[src/rsts_pkg.sv]
// Purpose: shared constants and types of the remote status, trigger and store core
// Assumes: setpoints are 16-bit codes, one stored location is one 64-bit word
// Notes: error codes are two's complement 16-bit values
package rsts_pkg;
	// stored locations
	localparam int RSTS_LOCS = 40;
	localparam int RSTS_DEPTH = 41;
	localparam int RSTS_AW = 6;
	localparam int RSTS_SP_W = 16;
	localparam int RSTS_WORD_W = 64;
	localparam logic [5:0] RSTS_CONT_ADDR = 6'h28;
	localparam logic [5:0] RSTS_LAST_ADDR = 6'h28;
	localparam logic [7:0] RSTS_LOC_MIN = 8'h01;
	localparam logic [7:0] RSTS_LOC_MAX = 8'h28;
	// reset values and CRC polynomial
	localparam logic [15:0] RSTS_SP_RESET = 16'h0000;
	localparam logic [7:0] RSTS_MASK_RESET = 8'h00;
	localparam logic [15:0] RSTS_CRC_INIT = 16'hffff;
	localparam logic [15:0] RSTS_CRC_POLY = 16'h1021;
	// status byte layout
	localparam int RSTS_BIT_OPER = 7;
	localparam int RSTS_BIT_SUM = 6;
	localparam int RSTS_BIT_ESB = 5;
	localparam int RSTS_BIT_MAV = 4;
	localparam int RSTS_BIT_QUES = 3;
	localparam int RSTS_BIT_ERRQ = 2;
	localparam logic [7:0] RSTS_MASK_FIXED = 8'h40;
	// parser, string and contrast limits
	localparam logic [4:0] RSTS_MAX_FRAC = 5'h08;
	localparam logic [31:0] RSTS_MAX_INT = 32'h17d78400;
	localparam logic [7:0] RSTS_MAX_STR = 8'hfd;
	localparam logic [7:0] RSTS_CONT_MAX = 8'h09;
	// error codes
	localparam logic [15:0] RSTS_ERR_SYNTAX = 16'hff88;
	localparam logic [15:0] RSTS_ERR_RANGE = 16'hff22;
	// response exponents and calibration shift
	localparam logic [7:0] RSTS_EXP_INT = 8'h00;
	localparam logic [7:0] RSTS_EXP_CONT = 8'hff;
	localparam logic [7:0] RSTS_EXP_SP = 8'hfd;
	localparam int RSTS_CAL_SHIFT = 15;
	// self test answers
	localparam logic [31:0] RSTS_TST_PASS = 32'h00000000;
	localparam logic [31:0] RSTS_TST_FAIL = 32'h00000001;
	// setpoint targets
	localparam logic [2:0] RSTS_T_VOLT = 3'h0;
	localparam logic [2:0] RSTS_T_CURR = 3'h1;
	localparam logic [2:0] RSTS_T_OVP = 3'h2;
	localparam logic [2:0] RSTS_T_OCP = 3'h3;
	localparam logic [2:0] RSTS_T_VTRIG = 3'h4;
	localparam logic [2:0] RSTS_T_CTRIG = 3'h5;

	typedef enum logic [3:0] {
		RSTS_OP_NOP = 4'h0,
		RSTS_OP_SAVE = 4'h1,
		RSTS_OP_RECALL = 4'h2,
		RSTS_OP_MASK_SET = 4'h3,
		RSTS_OP_MASK_Q = 4'h4,
		RSTS_OP_STB_Q = 4'h5,
		RSTS_OP_TRIG = 4'h6,
		RSTS_OP_TEST_Q = 4'h7,
		RSTS_OP_ABORT = 4'h8,
		RSTS_OP_INIT = 4'h9,
		RSTS_OP_INIT_CONT = 4'ha,
		RSTS_OP_CONT_SET = 4'hb,
		RSTS_OP_CONT_Q = 4'hc,
		RSTS_OP_NUM_SET = 4'hd,
		RSTS_OP_SP_Q = 4'he
	} rsts_op_e;

	typedef enum logic [2:0] {
		RSTS_S_IDLE = 3'b000,
		RSTS_S_RCL_RD = 3'b001,
		RSTS_S_RCL_LD = 3'b010,
		RSTS_S_CONT_RD = 3'b011,
		RSTS_S_CONT_LD = 3'b100,
		RSTS_S_SCAN_RD = 3'b101,
		RSTS_S_SCAN_ACC = 3'b110
	} rsts_state_e;
endpackage

[src/rsts_mem_if.sv]
// Purpose: carrier between the core and its nonvolatile store
// Assumes: one write port and one registered read port
// Notes: none
`timescale 1ns/1ns
interface rsts_mem_if;
	logic we;
	logic [rsts_pkg::RSTS_AW-1:0] waddr;
	logic [rsts_pkg::RSTS_WORD_W-1:0] wdata;
	logic [rsts_pkg::RSTS_AW-1:0] raddr;
	logic [rsts_pkg::RSTS_WORD_W-1:0] rdata;
	modport ctrl(output we, output waddr, output wdata, output raddr, input rdata);
	modport mem(input we, input waddr, input wdata, input raddr, output rdata);
endinterface

[src/rsts_nvm.sv]
// Purpose: stored setpoint locations and the contrast word
// Assumes: contents survive reset, as nonvolatile memory does
// Notes: read data come out of a register one edge after the address
`timescale 1ns/1ns
module rsts_nvm (
	// clock
	input wire logic ref_clk,
	// store port
	rsts_mem_if.mem bus
);
	import rsts_pkg::*;

	logic [RSTS_WORD_W-1:0] cells [RSTS_DEPTH];

	always_ff @(posedge ref_clk) begin
		if (bus.we) begin
			cells[bus.waddr] <= bus.wdata;
		end
	end

	always_ff @(posedge ref_clk) begin
		// write-through, so a scan that starts on a save sees the new word
		bus.rdata <= (bus.we && bus.waddr == bus.raddr) ? bus.wdata : cells[bus.raddr];
	end
endmodule // rsts_nvm

[src/rsts_core.sv]
// Purpose: remote command core: store/recall, status byte, trigger, self test, contrast
// Assumes: commands arrive pre-parsed from bus logic on the same clock
// Notes: one command at a time, taken while cmd_ready is high
`timescale 1ns/1ns
module rsts_core (
	// clock and reset
	input wire logic ref_clk,
	input wire logic rst,
	// command port
	input wire logic cmd_valid,
	output logic cmd_ready,
	input wire rsts_pkg::rsts_op_e cmd_op,
	input wire logic [7:0] cmd_arg,
	input wire logic [15:0] cmd_value,
	input wire logic [4:0] cmd_frac_digits,
	input wire logic [31:0] cmd_int_part,
	input wire logic cmd_syntax_bad,
	input wire logic cmd_range_bad,
	input wire logic [7:0] cmd_len,
	input wire logic cmd_listener,
	// calibration gain for answers
	input wire logic [15:0] cal_gain,
	// status sources
	input wire logic oper_summary,
	input wire logic event_summary,
	input wire logic msg_avail,
	input wire logic ques_summary,
	input wire logic error_queue_nonempty,
	// serial poll
	input wire logic spoll_req,
	output logic spoll_valid,
	output logic [7:0] spoll_byte,
	// answers
	output logic resp_valid,
	output logic [31:0] resp_mant,
	output logic [7:0] resp_exp,
	output logic err_valid,
	output logic [15:0] err_code,
	// status view
	output logic [7:0] status_summary_byte,
	output logic [7:0] service_request_mask,
	output logic service_flag,
	output logic wait_trig,
	// output setpoints
	output logic [15:0] volt_out,
	output logic [15:0] curr_out,
	output logic [15:0] ovp_out,
	output logic [15:0] ocp_out,
	output logic [15:0] volt_trig_out,
	output logic [15:0] curr_trig_out
);
	import rsts_pkg::*;

	rsts_mem_if mem_bus();

	rsts_nvm u_nvm (
		.ref_clk(ref_clk),
		.bus(mem_bus.mem)
	);

	rsts_state_e state;
	logic abort_pend;
	logic init_cont;
	logic sum_q;
	logic scan_check;
	logic [5:0] scan_idx;
	logic [5:0] rd_addr;
	logic [15:0] crc_acc;
	logic [15:0] crc_ref;
	logic [15:0] crc_fin;
	logic [7:0] stb_now;
	logic summary;
	logic take;
	logic parse_ok;
	logic loc_ok;
	logic cont_ok;
	logic scan_last;
	logic [5:0] loc_idx;
	logic [31:0] cal_prod;

	function automatic logic [15:0] crc_word(input logic [15:0] c, input logic [63:0] d);
		logic [15:0] r;
		r = c;
		for (int i = 63; i >= 0; i--) begin
			if (r[15] ^ d[i]) begin
				r = {r[14:0], 1'b0} ^ RSTS_CRC_POLY;
			end else begin
				r = {r[14:0], 1'b0};
			end
		end
		return r;
	endfunction

	function automatic logic [15:0] pick_sp(input logic [2:0] t, input logic [15:0] v,
			input logic [15:0] c, input logic [15:0] ov, input logic [15:0] oc,
			input logic [15:0] vt, input logic [15:0] ct);
		case (t)
			RSTS_T_VOLT: return v;
			RSTS_T_CURR: return c;
			RSTS_T_OVP: return ov;
			RSTS_T_OCP: return oc;
			RSTS_T_VTRIG: return vt;
			RSTS_T_CTRIG: return ct;
			default: return RSTS_SP_RESET;
		endcase
	endfunction

	// command acceptance and checks
	assign cmd_ready = (state == RSTS_S_IDLE) && !abort_pend;
	assign take = cmd_valid && cmd_ready && (cmd_len <= RSTS_MAX_STR);
	assign parse_ok = (cmd_frac_digits <= RSTS_MAX_FRAC) && (cmd_int_part <= RSTS_MAX_INT);
	assign loc_ok = (cmd_arg >= RSTS_LOC_MIN) && (cmd_arg <= RSTS_LOC_MAX);
	assign loc_idx = 6'(cmd_arg - RSTS_LOC_MIN);
	assign cont_ok = cmd_arg <= RSTS_CONT_MAX;
	assign scan_last = (scan_idx == RSTS_LAST_ADDR);
	assign crc_fin = crc_word(crc_acc, mem_bus.rdata);
	assign mem_bus.raddr = rd_addr;

	// status byte and summary, recomputed combinationally
	always_comb begin
		stb_now = 8'h00;
		stb_now[RSTS_BIT_OPER] = oper_summary;
		stb_now[RSTS_BIT_ESB] = event_summary;
		stb_now[RSTS_BIT_MAV] = msg_avail;
		stb_now[RSTS_BIT_QUES] = ques_summary;
		stb_now[RSTS_BIT_ERRQ] = error_queue_nonempty;
		summary = |(stb_now & service_request_mask);
		stb_now[RSTS_BIT_SUM] = summary;
	end

	// status byte view and mask
	always_ff @(posedge ref_clk or posedge rst) begin
		if (rst) begin
			status_summary_byte <= 8'h00;
			service_request_mask <= RSTS_MASK_RESET;
		end else begin
			status_summary_byte <= stb_now;
			if (take && cmd_op == RSTS_OP_MASK_SET) begin
				service_request_mask <= cmd_arg & ~RSTS_MASK_FIXED;
			end
		end
	end

	// request flag: raised on a new reason, cleared by a poll, raise wins
	always_ff @(posedge ref_clk or posedge rst) begin
		if (rst) begin
			sum_q <= 1'b0;
			service_flag <= 1'b0;
			spoll_valid <= 1'b0;
			spoll_byte <= 8'h00;
		end else begin
			sum_q <= summary;
			spoll_valid <= spoll_req;
			if (spoll_req) begin
				spoll_byte <= {stb_now[7], service_flag, stb_now[5:0]};
			end
			if (summary && !sum_q) begin
				service_flag <= 1'b1;
			end else if (spoll_req) begin
				service_flag <= 1'b0;
			end
		end
	end

	// setpoints, trigger levels and arming
	always_ff @(posedge ref_clk or posedge rst) begin
		if (rst) begin
			volt_out <= RSTS_SP_RESET;
			curr_out <= RSTS_SP_RESET;
			ovp_out <= RSTS_SP_RESET;
			ocp_out <= RSTS_SP_RESET;
			volt_trig_out <= RSTS_SP_RESET;
			curr_trig_out <= RSTS_SP_RESET;
			wait_trig <= 1'b0;
			init_cont <= 1'b0;
			abort_pend <= 1'b1;
		end else begin
			abort_pend <= 1'b0;
			if (abort_pend) begin
				volt_trig_out <= volt_out;
				curr_trig_out <= curr_out;
				wait_trig <= 1'b0;
			end else if (state == RSTS_S_RCL_LD) begin
				{volt_out, curr_out, ovp_out, ocp_out} <= mem_bus.rdata;
			end else if (take) begin
				case (cmd_op)
					RSTS_OP_NUM_SET: begin
						if (parse_ok && !cmd_syntax_bad && !cmd_range_bad) begin
							case (cmd_arg[2:0])
								RSTS_T_VOLT: volt_out <= cmd_value;
								RSTS_T_CURR: curr_out <= cmd_value;
								RSTS_T_OVP: ovp_out <= cmd_value;
								RSTS_T_OCP: ocp_out <= cmd_value;
								RSTS_T_VTRIG: volt_trig_out <= cmd_value;
								RSTS_T_CTRIG: curr_trig_out <= cmd_value;
								default: ;
							endcase
						end
					end
					RSTS_OP_TRIG: begin
						if (cmd_listener && wait_trig) begin
							volt_out <= volt_trig_out;
							curr_out <= curr_trig_out;
							wait_trig <= init_cont;
						end
					end
					RSTS_OP_ABORT: begin
						volt_trig_out <= volt_out;
						curr_trig_out <= curr_out;
						wait_trig <= 1'b0;
					end
					RSTS_OP_INIT: wait_trig <= 1'b1;
					RSTS_OP_INIT_CONT: begin
						init_cont <= cmd_arg[0];
						if (cmd_arg[0]) begin
							wait_trig <= 1'b1;
						end
					end
					default: ;
				endcase
			end
		end
	end

	// error log
	always_ff @(posedge ref_clk or posedge rst) begin
		if (rst) begin
			err_valid <= 1'b0;
			err_code <= 16'h0000;
		end else begin
			err_valid <= 1'b0;
			if (take) begin
				if (cmd_op == RSTS_OP_NUM_SET && parse_ok && cmd_syntax_bad) begin
					err_valid <= 1'b1;
					err_code <= RSTS_ERR_SYNTAX;
				end else if ((cmd_op == RSTS_OP_NUM_SET && parse_ok && cmd_range_bad) ||
						((cmd_op == RSTS_OP_SAVE || cmd_op == RSTS_OP_RECALL) && !loc_ok) ||
						(cmd_op == RSTS_OP_CONT_SET && !cont_ok)) begin
					err_valid <= 1'b1;
					err_code <= RSTS_ERR_RANGE;
				end
			end
		end
	end

	// store writes
	always_ff @(posedge ref_clk or posedge rst) begin
		if (rst) begin
			mem_bus.we <= 1'b0;
			mem_bus.waddr <= 6'h00;
			mem_bus.wdata <= 64'h0;
		end else begin
			mem_bus.we <= 1'b0;
			if (take && cmd_op == RSTS_OP_SAVE && loc_ok) begin
				mem_bus.we <= 1'b1;
				mem_bus.waddr <= loc_idx;
				mem_bus.wdata <= {volt_out, curr_out, ovp_out, ocp_out};
			end else if (take && cmd_op == RSTS_OP_CONT_SET && cont_ok) begin
				mem_bus.we <= 1'b1;
				mem_bus.waddr <= RSTS_CONT_ADDR;
				mem_bus.wdata <= {56'h0, cmd_arg};
			end
		end
	end

	// sequencer for reads and memory scans
	always_ff @(posedge ref_clk or posedge rst) begin
		if (rst) begin
			state <= RSTS_S_IDLE;
			rd_addr <= 6'h00;
			scan_idx <= 6'h00;
			scan_check <= 1'b0;
			crc_acc <= RSTS_CRC_INIT;
			crc_ref <= RSTS_CRC_INIT;
		end else begin
			case (state)
				RSTS_S_IDLE: begin
					scan_idx <= 6'h00;
					crc_acc <= RSTS_CRC_INIT;
					if (abort_pend) begin
						rd_addr <= 6'h00;
						scan_check <= 1'b0;
						state <= RSTS_S_SCAN_RD;
					end else if (take) begin
						case (cmd_op)
							RSTS_OP_SAVE: begin
								if (loc_ok) begin
									rd_addr <= 6'h00;
									scan_check <= 1'b0;
									state <= RSTS_S_SCAN_RD;
								end
							end
							RSTS_OP_RECALL: begin
								if (loc_ok) begin
									rd_addr <= loc_idx;
									state <= RSTS_S_RCL_RD;
								end
							end
							RSTS_OP_CONT_Q: begin
								rd_addr <= RSTS_CONT_ADDR;
								state <= RSTS_S_CONT_RD;
							end
							RSTS_OP_TEST_Q: begin
								rd_addr <= 6'h00;
								scan_check <= 1'b1;
								state <= RSTS_S_SCAN_RD;
							end
							default: ;
						endcase
					end
				end
				RSTS_S_RCL_RD: state <= RSTS_S_RCL_LD;
				RSTS_S_RCL_LD: state <= RSTS_S_IDLE;
				RSTS_S_CONT_RD: state <= RSTS_S_CONT_LD;
				RSTS_S_CONT_LD: state <= RSTS_S_IDLE;
				RSTS_S_SCAN_RD: state <= RSTS_S_SCAN_ACC;
				RSTS_S_SCAN_ACC: begin
					crc_acc <= crc_fin;
					if (scan_last) begin
						if (!scan_check) begin
							crc_ref <= crc_fin;
						end
						state <= RSTS_S_IDLE;
					end else begin
						scan_idx <= scan_idx + 6'h01;
						rd_addr <= scan_idx + 6'h01;
						state <= RSTS_S_SCAN_RD;
					end
				end
				default: state <= RSTS_S_IDLE;
			endcase
		end
	end

	// calibrated setpoint for numeric answers
	assign cal_prod = pick_sp(cmd_arg[2:0], volt_out, curr_out, ovp_out, ocp_out,
		volt_trig_out, curr_trig_out) * cal_gain;

	// query answers, all as mantissa and exponent
	always_ff @(posedge ref_clk or posedge rst) begin
		if (rst) begin
			resp_valid <= 1'b0;
			resp_mant <= 32'h0;
			resp_exp <= RSTS_EXP_INT;
		end else begin
			resp_valid <= 1'b0;
			if (state == RSTS_S_CONT_LD) begin
				resp_valid <= 1'b1;
				resp_mant <= {28'h0, mem_bus.rdata[3:0]};
				resp_exp <= RSTS_EXP_CONT;
			end else if (state == RSTS_S_SCAN_ACC && scan_last && scan_check) begin
				resp_valid <= 1'b1;
				resp_mant <= (crc_fin == crc_ref) ? RSTS_TST_PASS : RSTS_TST_FAIL;
				resp_exp <= RSTS_EXP_INT;
			end else if (take) begin
				case (cmd_op)
					RSTS_OP_MASK_Q: begin
						resp_valid <= 1'b1;
						resp_mant <= {24'h0, service_request_mask};
						resp_exp <= RSTS_EXP_INT;
					end
					RSTS_OP_STB_Q: begin
						resp_valid <= 1'b1;
						resp_mant <= {24'h0, stb_now};
						resp_exp <= RSTS_EXP_INT;
					end
					RSTS_OP_SP_Q: begin
						resp_valid <= 1'b1;
						resp_mant <= {15'h0, cal_prod[31:RSTS_CAL_SHIFT]};
						resp_exp <= RSTS_EXP_SP;
					end
					default: ;
				endcase
			end
		end
	end
endmodule // rsts_core

[config.mk]
export PLATFORM = sky130hd
export DESIGN_NAME = rsts_core
export DESIGN_NICKNAME = d
export VERILOG_FILES = /design/src/rsts_pkg.sv /design/src/rsts_mem_if.sv /design/src/rsts_nvm.sv /design/src/rsts_core.sv
export SDC_FILE = /design/constraint.sdc
export NUM_CORES = 2
export LEC_CHECK = 0
export BUFFER_PORTS_ARGS = -buffer_cell sky130_fd_sc_hd__buf_2
export CORE_MARGIN = 2
export CORE_UTILIZATION = 25
export DETAILED_ROUTE_END_ITERATION = 12
export GPL_TIMING_DRIVEN = 0
export SYNTH_ARGS = -nofsm -noshare
export SYNTH_HDL_FRONTEND = slang
export SYNTH_HIERARCHICAL = 1
export SYNTH_SLANG_ARGS = --single-unit
[constraint.sdc]
create_clock -name ref_clk -period 8.15 [get_ports ref_clk]
set_clock_uncertainty 0.1 [all_clocks]
set_input_delay 0 -clock ref_clk [delete_from_list [all_inputs] [get_ports ref_clk]]
set_output_delay 0 -clock ref_clk [all_outputs]
set_load 0.02 [all_outputs]
==> impl_metrics.sql <==
INSERT INTO impl_metrics (metric_group, metric, value, unit) VALUES
('run', 'drv.max_cap_violation_count', '1', ''),
('critical_path', 'cp.required', '8.81', 'ns'),
('synth', 'synth_top_cell_by_area', 'sky130_fd_sc_hd__edfxtp_1', ''),
('final_layout', 'area_growth_synth_to_finish', '20.0', '%'),
('route', 'remaining_drc_errors', '0', ''),
('clocking', 'tritoncts', 'built', ''),
('critical_path', 'cp-start-kind', 'flip-flop', ''),
('clocking', 'cts_inserted_buffers', '298', ''),
('synth', 'synth_top_area_share', '64.2', '%'),
('synth', 'synthArstFlopShare', '9.09', '%'),
('critical_path', 'critPathCaptureType', 'flip-flop', ''),
('clocking', 'cts.sinks', '2893', ''),
('place', 'dp_hpwl', '299', 'mm'),
('floorplan', 'top_level_ports', '283', ''),
('run_status', 'run_status', 'complete, but fails checks', ''),
('critical_path', 'cp_max_fo', '10', ''),
('clocking', 'clockRootBuffer', 'sky130_fd_sc_hd__clkbuf_16', ''),
('synth', 'synth_area', '123000', 'um2'),
('run_status', 'violations', 'max-capacitance violations, max-slew violations', ''),
('place', 'dpl_cell_area', '136000', 'um2'),
('final_layout', 'layout_top_registers', 'u_nvm/cells x2624, mem_bus.wdata x64, resp_mant x17', ''),
('final_layout', 'final_core_utilization', '30.1', '%'),
('route', 'drt.antenna.violating_nets', '0', ''),
('floorplan', 'die_area', '497000', 'um2'),
('floorplan', 'core', '489000', 'um2'),
('route', 'firstDrtPassIters', '6', ''),
('final_layout', 'multiInputGateArea', '35300', 'um2'),
('timing', 'max_slew.worst_pin.slew', '1.53', 'ns'),
('route', 'detailedRoute.firstIterationViolations', '9848', ''),
('grt', 'grt_pass1_vias', '70265', ''),
('grt', 'pin_count_of_the_biggest_net_entering_global_routing', '117', ''),
('floorplan', 'die-height', '705', 'um'),
('synth', 'synth-warning-count', '6', ''),
('worst_hold_path', 'worst_hold_path.endpoint', 'ovp_out[11]$_DFFE_PP0P_', ''),
('synth', 'ys.flop_type', 'sky130_fd_sc_hd__edfxtp_1', ''),
('timing', 'final_max_slew_violation_count', '3', ''),
('floorplan', 'start_util', '25.1', '%'),
('clocking', 'worst_setup_hold_path_clk_slew', '0.06', 'ns'),
('synth', 'synthTopCellsByArea', 'sky130_fd_sc_hd__edfxtp_1 64%, sky130_fd_sc_hd__mux4_2 11%, sky130_fd_sc_hd__dfrtp_1 4.7%, sky130_fd_sc_hd__fa_1 3.1%, sky130_fd_sc_hd__mux2i_1 1.6%', ''),
('synth', 'netlist-cell-type-count', '82', ''),
('timing', 'fin_crit', '8.05', 'ns'),
('critical_path', 'reg2reg_setup_slack', '0.10', 'ns'),
('grt', 'grt_pass1_wl', '570', 'mm'),
('timing', 'max_clock_freq', '0.124', 'GHz'),
('final_layout', 'seqCellArea', '85700', 'um2'),
('synth', 'syn_avg_cell_area', '18.5', 'um2'),
('synth', 'synth_sequential_area_ratio', '69.7', '%'),
('timing', 'period_share', '98.7', '%'),
('final_layout', 'fin_nets', '7914', ''),
('synth', 'edff_count_synth', '2624', ''),
('clocking', 'clk_path_buf_depth', '4', ''),
('clocking', 'worst_skew_pair.late_latency', '0.94', 'ns'),
('worst_hold_path', 'hold_path_class', 'input pin to flip-flop', ''),
('floorplan', 'floorplan.die.width', '705', 'um'),
('critical_path', 'critPathKind', 'flip-flop to flip-flop', ''),
('critical_path', 'reg2regPathDepth', '20', ''),
('critical_path', 'timing.critical_path.arrival', '8.70', 'ns'),
('final_layout', 'largest_register_ffs', '2624', ''),
('grt', 'grt_antenna_before_repair', '41', ''),
('timing', 'setup_violations', '0', ''),
('route', 'finalWirelength', '417', 'mm'),
('floorplan', 'fp-row-count', '257', ''),
('final_layout', 'regMostFlops', 'u_nvm/cells', ''),
('final_layout', 'final_design_area_no_fill', '147000', 'um2'),
('worst_hold_path', 'timing.hold.worst_path_depth', '5', ''),
('synth', 'synth_common_cells', '2624 x sky130_fd_sc_hd__edfxtp_1, 620 x sky130_fd_sc_hd__mux4_2, 363 x sky130_fd_sc_hd__nand2_1, 245 x sky130_fd_sc_hd__inv_1, 230 x sky130_fd_sc_hd__dfrtp_1', ''),
('place', 'gp_congestion', '0.925', ''),
('grt', 'overflow', '0', ''),
('route', 'via_count', '71270', ''),
('route', 'vias_per_cell', '5.01', ''),
('final_layout', 'num-fill-cells', '47482', '');
-- critical path: stages (launching register included) --
cell and delay [ns]:
sky130_fd_sc_hd__dfxtp_1 0.59, sky130_fd_sc_hd__or2_2 0.19, sky130_fd_sc_hd__clkbuf_1 0.84, sky130_fd_sc_hd__clkbuf_1 0.68, sky130_fd_sc_hd__a21oi_1 0.22, sky130_fd_sc_hd__a211o_4 0.47, sky130_fd_sc_hd__xor3_1 0.42, sky130_fd_sc_hd__xnor3_1 0.27
sky130_fd_sc_hd__xnor3_1 0.53, sky130_fd_sc_hd__xnor2_4 0.27, sky130_fd_sc_hd__xnor3_1 0.41, sky130_fd_sc_hd__xnor3_1 0.50, sky130_fd_sc_hd__xnor2_4 0.28, sky130_fd_sc_hd__xnor3_2 0.59, sky130_fd_sc_hd__xnor2_2 0.21, sky130_fd_sc_hd__xor2_1 0.16
sky130_fd_sc_hd__nor4_1 0.35, sky130_fd_sc_hd__nand3_1 0.24, sky130_fd_sc_hd__nor3_4 0.28, sky130_fd_sc_hd__o311ai_1 0.11, sky130_fd_sc_hd__o21a_1 0.15
-- kinds of logic (layout without fill, tap and decap cells) --
logic type	Yosys count	count (layout)	synth area share [%]
AO/OA/AOI/OAI	894	894	4.80
XOR/XNOR	234	234	2.35
adder cells (fa/ha/maj)	301	301	4.25
buffers and inverters	648	1735	2.38
flip-flops	2893	2893	69.7
multiplexers	877	877	13.5
other	1	40	0.00306
AND/OR/NAND/NOR	789	789	2.99
-- cell usage in the layout (no fill, tap or decap), drive strengths merged, types with 31 or more instances in the layout --
cell type,Yosys,routed
a21oi,225,225
o22ai,45,45
xor2,62,62
a22oi,182,182
dfrtp,230,230
mux2i,191,191
and2,116,116
nor2b,49,49
nor2,130,130
a22o,70,70
dlygate4sd3,0,98
clkinv,1,117
edfxtp,2624,2624
o21ai,171,171
mux4,620,620
xnor2,134,134
nand2,363,363
mux2,66,66
buf,174,626
fa,193,193
xnor3,31,31
inv,247,263
ha,108,108
a211o,42,42
clkbuf,226,596
dfstp,33,33
-- timing repair --
item,in CTS,in global routing
setup buffers,20,13
setup endpoints to repair,47,7
hold buffers,98,0
cloned,0,0
pin swaps,14,10
resized for setup,255,101
endpoints found under the hold margin,311,0
-- per-layer routing --
metal | global-route usage (%) | part of all wire [%]
met3 | 3.70 | 10
met5 | 0 | 0.025
met1 | 21.1 | 38
met2 | 26.2 | 47
met4 | 6.66 | 4.8
-- worst max-delay path by stage --
| stage | depth (start not counted) | endpoint | slack, ns | start |
|---|---|---|---|---|
| floorplan | 32 | resp_mant[11]$_DFFE_PP0P_ | 0.60 | cmd_arg[1] |
| global placement | 4 | u_nvm/cells[24][43]$_DFFE_PP_ | -6.17 | mem_bus.we$_DFF_PP0_ |
| detailed placement | 29 | resp_mant[12]$_DFFE_PP0P_ | -2.85 | cmd_arg[0] |
| CTS | 23 | resp_mant[0]$_DFFE_PP0P_ | -0.0004 | flip-flop |
| global route | 28 | resp_mant[14]$_DFFE_PP0P_ | -0.03 | ovp_out[7]$_DFFE_PP0P_ |
| finish | 20 | resp_mant[0]$_DFFE_PP0P_ | 0.10 | flip-flop |
-- metrics by stage --
| stage | hold slack [ns] | instances | setup TNS [ns] | setup WS (ns) |
|---|---|---|---|---|
| final | 0.0535 | 14238 | 0 | 0.104 |
| after global routing | 0.0631 | 14228 | -0.0350 | -0.0329 |
| after CTS | 0.0132 | 14212 | -0.000430 | -0.000430 |
| after detailed placement | -0.0711 | 13562 | -49.90 | -2.85 |
| after global placement | 0.0212 | 13391 | -2985.50 | -6.17 |
| after floorplan | -0.0686 | 6661 | 0 | 0.598 |
-- final cells by class --
class | count | area share, %
flip-flops and latches | 2893 | 58.2
multi-input cells | 3120 | 24.0
well taps | 6475 | 5.50
clock buffers | 373 | 5.38
repair buffers | 557 | 3.82
plain buffers | 394 | 1.57
clock inverters | 163 | 0.929
inverters | 248 | 0.639
diodes | 15 | 0.0255
Power is left out: the tool's default activity adds up to more than one toggle a clock period on the data nets, which glitch-free logic cannot reach.
